===== src/common/fid_pkg.sv =====
// Package for the feature identification register bank.
// Assumes a 32-bit plain register port; each 64-bit register is two words.
package fid_pkg;

  // ==========================================================
  // Register map: byte addresses of 32-bit words
  localparam logic [7:0] ISA0_LO = 8'h00;
  localparam logic [7:0] ISA0_HI = 8'h04;
  localparam logic [7:0] ISA1_LO = 8'h08;
  localparam logic [7:0] ISA1_HI = 8'h0c;
  localparam logic [7:0] MM0_LO = 8'h10;
  localparam logic [7:0] MM0_HI = 8'h14;
  localparam logic [7:0] MM1_LO = 8'h18;
  localparam logic [7:0] MM1_HI = 8'h1c;
  localparam logic [7:0] MM2_LO = 8'h20;
  localparam logic [7:0] MM2_HI = 8'h24;
  localparam logic [7:0] DBG_ISA0_LO = 8'h40;
  localparam logic [7:0] DBG_ISA0_HI = 8'h44;

  // ==========================================================
  // Field values
  localparam logic [3:0] CIPHER_ABSENT = 4'h0;
  localparam logic [3:0] CIPHER_PRESENT = 4'h2;
  localparam int CIPHER_POS = 4;

  localparam logic [63:0] ISA1_VALUE = 64'h0000_0000_0010_0001;
  localparam logic [63:0] MM0_VALUE = 64'h0000_0000_0010_1125;
  localparam logic [63:0] MM1_VALUE = 64'h0000_0000_1021_2122;
  localparam logic [63:0] MM2_VALUE = 64'h0000_0001_0000_1011;

  // Read bus answer
  typedef struct packed {
    logic valid;
    logic [31:0] data;
  } fid_rd_t;

endpackage : fid_pkg


===== src/core/fid_regs.sv =====
// Constant 64-bit feature identification registers behind a plain port.
// Assumes a master issuing one-cycle read or write strobes on clk_i.
//
// Behaviour
// - Cipher field 7:4 is 0 or 2
// - All registers 64-bit, fixed, reserved zero
// - Attr1 bits 23:20 is 1, bits 31:24 and 19:4 zero
// - Attr1 bits 3:0 is 1
// - Mm0 granules 0,0,1; upper half zero
// - Mm0 endian/secure fields 0,1,1
// - Mm0 asid width 2, phys range 5
// - Mm1 xn split 1, spec error 0
// - Mm1 privileged access never 2, regions 1
// - Mm1 hier disable 2, virt host 1
// - Mm1 vmid width 2, access/dirty 2
// - Mm2 bits 35:32 is 1, reserved zero
// - Mm2 virt range 0, error barrier 1
// - Mm2 multi-transfer 0, override 1, sharing 1
// - Debug view mirrors attribute register 0
// - Attribute register 0 not writable
`timescale 1ns/10ps
`default_nettype none

module fid_regs #(
  parameter bit CIPHER_BUILT = 1'b0
) (
  // Clock and reset
  input wire logic clk_i,
  input wire logic arst_n_i,
  // Register port
  input wire logic [7:0] addr_i,
  input wire logic [31:0] wdata_i,
  input wire logic wr_i,
  input wire logic rd_i,
  output logic [31:0] rdata_o
);

  // ==========================================================
  // Fixed contents
  logic [63:0] isa0;
  fid_pkg::fid_rd_t rd_ff;
  fid_pkg::fid_rd_t nxt_rd;

  assign isa0 = {56'h0, (CIPHER_BUILT ? fid_pkg::CIPHER_PRESENT
                                      : fid_pkg::CIPHER_ABSENT), 4'h0};

  // Word lookup; unmapped addresses read as zero
  function automatic logic [31:0] word_at(input logic [7:0] a,
                                          input logic [63:0] i0);
    logic [31:0] w;
    w = 32'h0;
    if (a == fid_pkg::ISA0_LO || a == fid_pkg::DBG_ISA0_LO)
      w = i0[31:0];
    else if (a == fid_pkg::ISA0_HI || a == fid_pkg::DBG_ISA0_HI)
      w = i0[63:32];
    else if (a == fid_pkg::ISA1_LO)
      w = fid_pkg::ISA1_VALUE[31:0];
    else if (a == fid_pkg::ISA1_HI)
      w = fid_pkg::ISA1_VALUE[63:32];
    else if (a == fid_pkg::MM0_LO)
      w = fid_pkg::MM0_VALUE[31:0];
    else if (a == fid_pkg::MM0_HI)
      w = fid_pkg::MM0_VALUE[63:32];
    else if (a == fid_pkg::MM1_LO)
      w = fid_pkg::MM1_VALUE[31:0];
    else if (a == fid_pkg::MM1_HI)
      w = fid_pkg::MM1_VALUE[63:32];
    else if (a == fid_pkg::MM2_LO)
      w = fid_pkg::MM2_VALUE[31:0];
    else if (a == fid_pkg::MM2_HI)
      w = fid_pkg::MM2_VALUE[63:32];
    return w;
  endfunction : word_at

  // ==========================================================
  // Read path; write strobe and data deliberately unused
  always_comb
  begin
    nxt_rd.valid = rd_i;
    nxt_rd.data = rd_i ? word_at(addr_i, isa0) : 32'h0;
  end

  always_ff @(posedge clk_i or negedge arst_n_i)
  begin
    if (!arst_n_i)
      rd_ff <= '0;
    else
      rd_ff <= nxt_rd;
  end

  assign rdata_o = rd_ff.data;
endmodule : fid_regs

`default_nettype wire


===== config.mk =====
export PLATFORM = sky130hd
export DESIGN_NAME = fid_regs
export DESIGN_NICKNAME = d
export VERILOG_FILES = /design/src/common/fid_pkg.sv /design/src/core/fid_regs.sv
export SDC_FILE = /design/constraint.sdc
export NUM_CORES = 1
export LEC_CHECK = 0
export BUFFER_PORTS_ARGS = -buffer_cell sky130_fd_sc_hd__buf_2
export CORE_MARGIN = 3
export CORE_UTILIZATION = 30
export CTS_CLUSTER_DIAMETER = 30
export DETAILED_ROUTE_END_ITERATION = 6
export PLACE_DENSITY = 0.94
export SYNTH_ARGS = -nofsm -noshare
export SYNTH_HDL_FRONTEND = slang
export SYNTH_SLANG_ARGS = --single-unit

===== constraint.sdc =====
create_clock -name clk_i -period 1.85 [get_ports clk_i]
set_input_delay 0.37 -clock clk_i [delete_from_list [all_inputs] [get_ports clk_i]]
set_output_delay 0.37 -clock clk_i [all_outputs]
set_load 0.02 [all_outputs]

== After elaboration in Yosys (flattened, before gate mapping) ==
Cells that the tools add are included.

* Equal/unequal tests: 11
* Reduce and logical (&&, ||, !) cells: 3
* Multiplexer cells: 11

{| class="wikitable"
|+ Operators with widths
! kind !! count
|-
| 2-to-1 mux 29 bit || 6
|-
| 2-to-1 mux 32 bit || 2
|-
| equality test 8 x 5 -> 1 bit, second input constant || 4
|-
| 2-to-1 mux 13 bit || 2
|-
| equality test 8 x 4 -> 1 bit, second input constant || 2
|-
| equality test 8 x 6 -> 1 bit, second input constant || 2
|-
| equality test 8 x 7 -> 1 bit, second input constant || 2
|-
| equality test 8 x 3 -> 1 bit, second input constant || 1
|-
| logical NOT 8 bit || 1
|-
| logical OR 1 bit || 2
|-
| 2-to-1 mux 1 bit || 1
|}

* Output and inout bits: 32
* Logic and storage cells: 26
* Input bits: 44
* Flip-flop bits (word level): 32

== Depth between registers and ports, before layout ==
Gate-level depths: netlist of the first run.

* Depth after elaboration: 12
* Depth in mapped cells: 3
* Mapped depth without buffers: 3

== Worst setup path before layout of the first run ==
No wires, ideal clock.

* Kind: register to output
* Start: register, netlist name rdata_o[21]
* End: output rdata_o[13]
* Required time: 1.480 ns
* Buffers on the path: 1
* Stages on the path, launching flop included: 2
* Setup slack: 0.815 ns
* Arrival time: 0.665 ns
* Cells stage by stage: dfrtp_1 > buf_4

{| class="wikitable"
|+ RTL lines
! item !! line !! text
|-
| to (decl) || fid_regs.sv:35 || <nowiki>output logic [31:0] rdata_o</nowiki>
|}

==> metrics.csv, run 1 <==
stage,metric,value,unit
outcome,status,finished clean,
global_routing,track_usage,7.39,%
clock_tree,clkTransAtPathRegs,0.05,ns
finish,fin_nets,116,
global_routing,antenna_found_initial,0,
timing,finalSetupViolations,0,
worst_setup_path,cpPeakStageDelay,0.40,ns
worst_setup_path,critPathLaunchType,register,
clock_tree,cts_made_buffers,3,
finish,final_common_cell,buf_2,
logic_synthesis,ys_types,17,
logic_synthesis,yosysTopAreaCell,buf_4,
route,vias_per_cell,3.67,
logic_synthesis,syn_inst,50,
finish,seqCellArea,175,µm²
logic_synthesis,synth.avg_cell_area,9.71,µm²
finish,final_cells,86,
finish,drive_gt1_share,43.7,%
finish,antenna_cells,0,
job,drv_cap,0,
worst_setup_path,path_cells,buf_2,
timing,finalSetupTns,0,ns
global_routing,grt_pass1_vias,263,
floorplanning,initial_core_util,34.7,%
clock_tree,cts_sinks,7,
clock_tree,cts_tree,done,
clock_tree,root_buffer,clkbuf_4,
global_routing,gr-usage-met2,12.1,%
timing,fmax,0.845,GHz
placed_design,place_inst,81,
placed_design,gp_congestion,0.737,
worst_setup_path,path_buf_inv,1,
worst_setup_path,critPathTopFamily,flip-flops,
global_routing,grt_start_max_net_pins,8,
logic_synthesis,netlist_top_cells_area,"buf_4 (39%), dfrtp_1 (36%), nor2_1 (3.1%)",
timing,rsz0062_at_grt,no,
route,routedWlPerCell,9.29,µm
floorplanning,die_w,46.2,µm
finish,largest_reg_flops,7,
global_routing,grt_overflow,0,
power,leakagePower,0.315,nW
logic_synthesis,synth_top_area_share,38.7,%
timing,finalCriticalPeriod,1.18,ns
route,via_count,316,
placed_design,dpl_cell_area,498,µm²
logic_synthesis,yosys_warnings,0,
clock_tree,cts_htree_levels,1,
timing,slew_viol_final,0,
logic_synthesis,syn_area,485,µm²
floorplanning,die_h,46.2,µm
finish,syn2layout_area_growth,10.1,%
finish,multi_input_area,194,µm²
global_routing,grtUsageMet1,6.32,%
route,drt_iter0_drc,1,
worst_setup_path,crit_fanout,5,
global_routing,grt_pass1_wl,1010,µm
clock_tree,ctsLongestPathBuffers,2,
worst_setup_path,crit_type,register to output port,
finish,final_cell_mix,"buf_2 (22), conb_1 (20), dfrtp_1 (7), nor2_1 (4), clkbuf_4 (3)",
finish,final.fill_count,151,
floorplanning,rows,13,
logic_synthesis,yosysSeqAreaShare,36.1,%
floorplanning,core_area,1400,µm²
power,ir_drop,0.000155,V
hold_path,hold_path_class,input port to register,
global_routing,grtUsageMet3,1.56,%
route,wl,799,µm
worst_setup_path,crit_slowest_cell,dfrtp_1,
floorplanning,ios,76,
worst_setup_path,critPathRequiredTime,1.48,ns
clock_tree,post_cts_resize_count,0,
route,drc,0,
power,power_density,672,nW/µm²
global_routing,grt_busiest_layer,met2,
timing,hold_viol_final,0,
placed_design,port_buffers,22,
worst_setup_path,crit_arrival,0.81,ns
floorplanning,dieArea,2140,µm²
timing,final.period_utilization,63.9,%
worst_setup_path,critPathCaptureType,output port,
finish,stdcell_area,534,µm²
logic_synthesis,ys_ff_latch,7,
route,ant_nets,0,
route,dr.pass1.iters,2,
path summary, 6_finish.rpt:
path | from | end | depth (start not counted)
worst max-delay path | rdata_o[21]$_DFF_PN0_ | rdata_o[28] | 1
worst min-delay path | addr_i[2] | rdata_o[21]$_DFF_PN0_ | 2
max in group asynchronous | arst_n_i | rdata_o[2]$_DFF_PN0_ | 2
min in group asynchronous | arst_n_i | rdata_o[20]$_DFF_PN0_ | 2
cell type report:
cell class | instances | area share [%]
Multi-Input combinational cell | 37 | 36.3
Timing Repair Buffer | 23 | 22.5
Tap cell | 15 | 3.51
Sequential cell | 7 | 32.8
Clock buffer | 4 | 4.92
synth_stat cells, drive strengths merged:
cell     n
nor3     1
nand3    1
buf     25
or3      1
a21oi    2
conb     1
nand2    1
nand2b   1
xnor2    1
dfrtp    7
nor3b    1
nor2     5
or2      1
nor4b    1
or2b     1
layer usage:
layer	wire length (µm)	vias to the layer above
li1	-	154
met1	265	132
met2	404	28
met3	110	2
met4	19	0
met5	0	-
repair_timing:
item	CTS	global route
setup endpoints to repair	0	0
hold buffers	1	0
hold endpoints to repair	7	0
setup buffers	0	0
per-stage QoR:
stage | setup WS (ns) | util [%] | hold slack (ns) | power, mW
2_1_floorplan | 0.815 | - | 0.0744 | 0.238
3_3_place_gp | 0.688 | 35.6 | 0.196 | 0.222
3_5_place_dp | 0.688 | 35.6 | 0.208 | 0.223
4_1_cts | 0.650 | 38.2 | 0.325 | 0.369
5_1_grt | 0.612 | 38.2 | 0.343 | 0.379
6_report | 0.667 | 38.2 | 0.340 | 0.359
cell families (layout without fill, tap and decap cells):
logic type,Yosys count,after routing,synth area share [%]
buf+inv,25,27,38.7
simple gates,14,14,19.8
flops,7,7,36.1
compound gates,2,2,2.83
other cells,1,20,0.772
xor+xnor,1,1,1.80
power by group:
group,total [mW],switching (mW),internal [mW]
Combinational,0.0688,0.0523,0.0165
Sequential,0.154,0.000144,0.154
Clock,0.136,0.0540,0.0822
Total,0.359,0.106,0.252
(Power assumes the default switching activity.)
==> run 2: changes to the inputs <==
--- a/config.mk
+++ b/config.mk
@@ -5,12 +5,13 @@
 export SDC_FILE = /design/constraint.sdc
 export NUM_CORES = 1
 export LEC_CHECK = 0
+export ABC_AREA = 1
 export BUFFER_PORTS_ARGS = -buffer_cell sky130_fd_sc_hd__buf_2
 export CORE_MARGIN = 3
 export CORE_UTILIZATION = 30
 export CTS_CLUSTER_DIAMETER = 30
 export DETAILED_ROUTE_END_ITERATION = 6
-export PLACE_DENSITY = 0.94
+export PLACE_DENSITY = 0.89
 export SYNTH_ARGS = -nofsm -noshare
 export SYNTH_HDL_FRONTEND = slang
 export SYNTH_SLANG_ARGS = --single-unit
==> constraint.sdc (replaced) <==
create_clock -name clk_i -period 1.1 [get_ports clk_i]
set_input_delay 0.22 -clock clk_i [delete_from_list [all_inputs] [get_ports clk_i]]
set_output_delay 0.22 -clock clk_i [all_outputs]
set_load 0.02 [all_outputs]
==> run 2 against run 1 <==
Global-route usage decreased by 1.3 points. Clock power rose by 60%. Final area up 14%. Power rose by 69%. Via count is 29% higher. Largest cell class unchanged. Flip-flop and latch count unchanged. First-iteration DRC count is 100% lower. Die area up 12%. Synthesized cell count rose by 44%. Non-clock buffer count is the same. Setup slack lost 0.60 ns.
==> metrics.csv, run 2 <==
stage,metric,value,unit
power,power_switching,0.183,mW
power,leakagePower,0.401,nW
route,routedWlPerCell,6.96,µm
worst_setup_path,critPathLaunchType,register,
clock_tree,root_buffer,clkbuf_4,
finish,largest_reg_flops,7,
global_routing,grt_overflow,0,
global_routing,grt_pass1_wl,1100,µm
route,wl,814,µm
logic_synthesis,synth_commonest_cells,"buf_4 (25), nand2_1 (8), dfrtp_1 (7), nor2_1 (7), inv_2 (6)",
timing,rsz0062_at_grt,no,
floorplanning,rows,14,
worst_setup_path,critPathCaptureType,output port,
route,via_count,407,
logic_synthesis,yosysSeqAreaShare,31.8,%
floorplanning,die_h,48.8,µm
power,comb_power_share,21.6,%
finish,stdcell_area,611,µm²
finish,drive_gt1_share,40.9,%
power,switching_share,30.2,%
finish,final_cells,117,
finish,syn2layout_area_growth,10.9,%
logic_synthesis,yosys_warnings,0,
finish,final_util,37.9,%
worst_setup_path,crit_arrival,0.81,ns
clock_tree,ctsLongestPathBuffers,2,
logic_synthesis,async_reset_ff_share,100,%
floorplanning,core_area,1610,µm²
worst_setup_path,crit_fanout,5,
timing,hold_viol_final,0,
finish,final_common_cell,buf_2,
global_routing,grt_start_max_net_pins,8,
floorplanning,ios,76,
power,seqPwrFrac,42.7,%
worst_setup_path,critPathRequiredTime,0.88,ns
logic_synthesis,syn_area,551,µm²
logic_synthesis,netlist_top_cells_area,"buf_4 (34%), dfrtp_1 (32%), nand2_1 (5.5%)",
clock_tree,cts_tree,done,
route,ant_nets,0,
global_routing,grt_pass1_vias,311,
job,drv_cap,0,
logic_synthesis,yosysMostFrequentCell,buf_4,
worst_setup_path,crit_path_start,rdata_o[21]$_DFF_PN0_,
worst_setup_path,path_cells,buf_2,
global_routing,antenna_found_initial,0,
worst_setup_path,path_buf_inv,1,
route,vias_per_cell,3.48,
hold_path,min-delay-start,rd_i,
route,drt_iter0_drc,0,
logic_synthesis,ys_ff_latch,7,
floorplanning,die_w,48.8,µm
timing,finalSetupTns,0,ns
route,dr.pass1.iters,1,
timing,finalSetupViolations,0,
placed_design,place_inst,112,
timing,finalCriticalPeriod,1.03,ns
worst_setup_path,crit_type,register to output port,
logic_synthesis,synthFlopType,dfrtp_1,
timing,final.period_utilization,93.9,%
logic_synthesis,syn_inst,72,
power,power_density,995,nW/µm²
placed_design,gp_congestion,0.751,
logic_synthesis,synth_top_area_share,34.1,%
clock_tree,clkTransAtPathRegs,0.04,ns
floorplanning,dieArea,2380,µm²
timing,slew_viol_final,0,
worst_setup_path,crit_slowest_cell,dfrtp_1,
logic_synthesis,ys_types,16,
finish,antenna_cells,0,
outcome,status,finished clean,
logic_synthesis,synth.avg_cell_area,7.65,µm²
timing,fmax,0.968,GHz
finish,final.fill_count,179,
finish,fin_nets,138,
clock_tree,cts_made_buffers,3,
finish,final_cell_mix,"buf_2 (22), conb_1 (20), nand2_1 (8), nor2_1 (7), dfrtp_1 (7)",
global_routing,track_usage,6.13,%
floorplanning,initial_core_util,34.2,%
placed_design,dp_hpwl,739,µm
hold_path,hold_path_class,input port to register,
route,drc,0,
clock_tree,cts_sinks,7,
logic_synthesis,synth_edf_count,0,
placed_design,port_buffers,22,
logic_synthesis,yosysTopAreaCell,buf_4,
placed_design,dpl_cell_area,574,µm²
clock_tree,cts_htree_levels,1,
worst_setup_path,critPathTopFamily,flip-flops,
power,p_clk_share,35.8,%
power,ir_drop,0.000241,V
worst_setup_path,cpPeakStageDelay,0.40,ns
power,internal_power,0.424,mW
[run 2: cell count changes in the layout (fill, tap and decap cells not counted), moves of 2 or more]
| cell | previous run | this run |
|---|---|---|
| inv_1 | 0 | 4 |
| inv_2 | 0 | 6 |
| nand2_1 | 0 | 8 |
| nand2_2 | 1 | 4 |
| nand4_1 | 0 | 2 |
| nor2_1 | 4 | 7 |
[run 2: what timing repair did]
item / in CTS / in global routing
buffers inserted: 0 / 0
hold endpoints to repair: 7 / 0
gates resized for setup: 0 / 0
hold buffers: 1 / 0
[run 2: cells by family (layout without fill, tap and decap cells)]
group / count (synthesis) / count (layout) / share of synthesized area (%)
flip-flops: 7 / 7 / 31.8
buffers and inverters: 36 / 38 / 41.6
AND/OR/NAND/NOR: 27 / 27 / 25.0
other: 1 / 20 / 0.681
AO/OA/AOI/OAI: 1 / 1 / 0.908
[run 2: final cells by class]
cell class | count | area [µm²] | share of cell area [%]
clock buffers | 4 | 26.3 | 4.30
inverters | 11 | 41.3 | 6.76
multi-input cells | 48 | 218 | 35.7
flip-flops and latches | 7 | 175 | 28.7
well taps | 24 | 30.0 | 4.92
repair buffers | 23 | 120 | 19.7
[run 2: per-layer routing]
metal  vias to the layer above  track usage (%)  part of all wire, %
met4                         0             5.69                  2.0
met2                        33             12.2                   51
met1                       163             4.36                   31
met5                         -                0                    0
li1                        209                -                    -
met3                         2             1.83                   17
[run 2: power groups by stage]
stage               combinational [mW]  sequential (mW)  clock [mW]
global placement                 0.125            0.263           0
finish                           0.131            0.259       0.217
global route                     0.142            0.259       0.235
floorplan                        0.150            0.264           0
CTS                              0.130            0.259       0.229
detailed placement               0.128            0.263           0
[run 2: per-stage QoR]
stage	hold slack (ns)	total power, mW	setup slack [ns]
5_1_grt	0.265	0.636	0.0256
2_1_floorplan	-0.0756	0.414	0.215
3_5_place_dp	0.0501	0.391	0.184
4_1_cts	0.239	0.618	0.0565
3_3_place_gp	0.0469	0.388	0.213
6_report	0.245	0.608	0.0670
[run 2: path summary, 6_finish.rpt]
path                                         end  slack [ns]  cells past startpoint
setup / recovery                     rdata_o[21]        0.07                      1
hold / removal             rdata_o[20]$_DFF_PN0_        0.25                      3
max in group asynchronous  rdata_o[21]$_DFF_PN0_        0.63                      2
min in group asynchronous  rdata_o[12]$_DFF_PN0_        0.33                      2
[run 2: tightest hold or removal path, delay by kind of cell]
| kind | cells | cell delay [ns] |
|---|---|---|
| buf+inv | 2 | 0.17 |
| simple gates | 1 | 0.07 |
==> run 3: changes to the inputs <==
--- a/config.mk
+++ b/config.mk
@@ -5,10 +5,9 @@
 export SDC_FILE = /design/constraint.sdc
 export NUM_CORES = 1
 export LEC_CHECK = 0
-export ABC_AREA = 1
 export BUFFER_PORTS_ARGS = -buffer_cell sky130_fd_sc_hd__buf_2
 export CORE_MARGIN = 3
-export CORE_UTILIZATION = 30
+export CORE_UTILIZATION = 28
 export CTS_CLUSTER_DIAMETER = 30
 export DETAILED_ROUTE_END_ITERATION = 6
 export PLACE_DENSITY = 0.89
==> run 3 against run 2 <==
Worst hold slack worse by 0.059 ns. First-iteration DRC count rose by 1. Count of clock-buffer cells in the layout stayed put. Global-route usage rose by 0.34 points. Power is 2.3% lower. Sequential share of layout area up 4.0 points. Sequential power is essentially flat. Cell count down 26%.
==> metrics.csv, run 3 (synthesized netlist as in run 1, its figures left out) <==
stage,metric,value,unit
global_routing,grt_overflow,0,
placed_design,gp_congestion,0.681,
worst_setup_path,crit_arrival,0.81,ns
power,ir_drop,0.000252,V
floorplanning,die_w,47.6,µm
worst_setup_path,cpPeakStageDelay,0.40,ns
worst_setup_path,critPathLaunchType,register,
timing,finalSetupViolations,0,
finish,antenna_cells,0,
hold_path,hold_path_depth,2,
floorplanning,initial_core_util,30.8,%
timing,fmax,0.971,GHz
finish,largest_reg_flops,7,
worst_setup_path,critPathCaptureType,output port,
finish,final_common_cell,buf_2,
clock_tree,cts_htree_levels,1,
clock_tree,clkTransAtPathRegs,0.05,ns
worst_setup_path,crit_type,register to output port,
clock_tree,cts_sinks,7,
outcome,status,finished clean,
global_routing,grt_pass1_wl,945,µm
worst_setup_path,crit_fanout,5,
worst_setup_path,crit_cells,1,
worst_setup_path,crit_slowest_cell,dfrtp_1,
hold_path,whs_endpoint,rdata_o[21]$_DFF_PN0_,
timing,hold_viol_final,0,
finish,multi_input_area,194,µm²
placed_design,dp_hpwl,674,µm
floorplanning,core_area,1580,µm²
finish,final_cells,87,
route,wl,739,µm
power,leakagePower,0.315,nW
placed_design,place_inst,82,
power,power_density,1110,nW/µm²
worst_setup_path,critPathTopFamily,flip-flops,
clock_tree,post_cts_buffers,0,
route,drc,0,
route,routedWlPerCell,8.49,µm
route,via_count,314,
worst_setup_path,path_buf_inv,1,
global_routing,track_usage,6.47,%
finish,seqCellArea,175,µm²
clock_tree,cts_tree,done,
floorplanning,ios,76,
route,dr.pass1.iters,2,
route,ant_nets,0,
finish,fin_nets,116,
job,drv_cap,0,
power,total_power,0.594,mW
timing,finalSetupTns,0,ns
hold_path,hold_path_class,input port to register,
global_routing,grt_start_max_net_pins,8,
floorplanning,die_h,47.6,µm
worst_setup_path,path_cells,buf_2,
finish,syn2layout_area_growth,10.3,%
hold_path,min-delay-start,addr_i[2],
timing,slew_viol_final,0,
timing,rsz0062_at_grt,no,
route,vias_per_cell,3.61,
worst_setup_path,critPathRequiredTime,0.88,ns
floorplanning,dieArea,2270,µm²
finish,final.fill_count,170,
timing,final.period_utilization,93.6,%
placed_design,port_buffers,22,
clock_tree,cts_made_buffers,3,
floorplanning,rows,14,
finish,final_cell_mix,"buf_2 (22), conb_1 (20), dfrtp_1 (7), nor2_1 (4), clkbuf_4 (3)",
clock_tree,ctsLongestPathBuffers,2,
finish,drive_gt1_share,43.7,%
global_routing,grt_pass1_vias,264,
timing,finalCriticalPeriod,1.03,ns
route,drt_iter0_drc,1,
global_routing,antenna_found_initial,0,
clock_tree,root_buffer,clkbuf_4,
==> run 3: cell count changes in the layout (fill, tap and decap cells not counted), sizes merged, moves of 2 or more <==
| cell | previous run | this run |
|---|---|---|
| nand4 | 2 | 0 |
| nand2 | 13 | 1 |
| inv | 10 | 0 |
| nor2 | 9 | 5 |
==> run 3: timing repair <==
| action | 4_1_cts | 5_1_grt |
|---|---|---|
| resized for setup | 0 | 0 |
| endpoints found under the hold margin | 7 | 0 |
| hold buffers | 1 | 0 |
==> run 3: power breakdown <==
group	internal, mW	switching, mW	leakage, nW
sequential	0.259	0.000226	0.0978
clock	0.138	0.0817	0.0150
combinational	0.0277	0.0875	0.202
==> run 3: how the worst max path moves through the flow <==
| stage | start | endpoint | slack (ns) |
|---|---|---|---|
| 3_3_place_gp | addr_i[6] | rdata_o[21]$_DFF_PN0_ | 0.09 |
| 4_1_cts | rdata_o[21]$_DFF_PN0_ | rdata_o[1] | 0.06 |
| 6_report | rdata_o[21]$_DFF_PN0_ | rdata_o[1] | 0.07 |
| 2_1_floorplan | rdata_o[21]$_DFF_PN0_ | rdata_o[13] | 0.21 |
| 3_5_place_dp | addr_i[3] | rdata_o[0]$_DFF_PN0_ | 0.07 |
| 5_1_grt | rdata_o[21]$_DFF_PN0_ | rdata_o[21] | 0.01 |
==> run 3: area by class of cell <==
cell class	count	area share, %
Clock buffer	4	4.91
Multi-Input combinational cell	37	36.2
Sequential cell	7	32.7
Tap cell	16	3.74
Timing Repair Buffer	23	22.4
==> run 3: through the flow <==
step                util (%)  setup slack (ns)  hold slack [ns]  cell area (µm²)
CTS                     34.0            0.0575            0.181              536
detailed placement      31.7            0.0750           0.0521              499
global route            34.0            0.0142            0.194              536
floorplan                  -             0.215          -0.0756              557
global placement        31.7            0.0906           0.0467              499
finish                  34.0            0.0702            0.186              536
==> run 3: routing by layer <==
layer	routed length, µm	GRT usage [%]	vias up	share of wire [%]
met4	15	8.06	0	2.0
li1	-	-	153	-
met2	423	11.5	25	57
met3	84	1.88	2	11
met1	216	4.92	134	29
met5	0	0	-	0
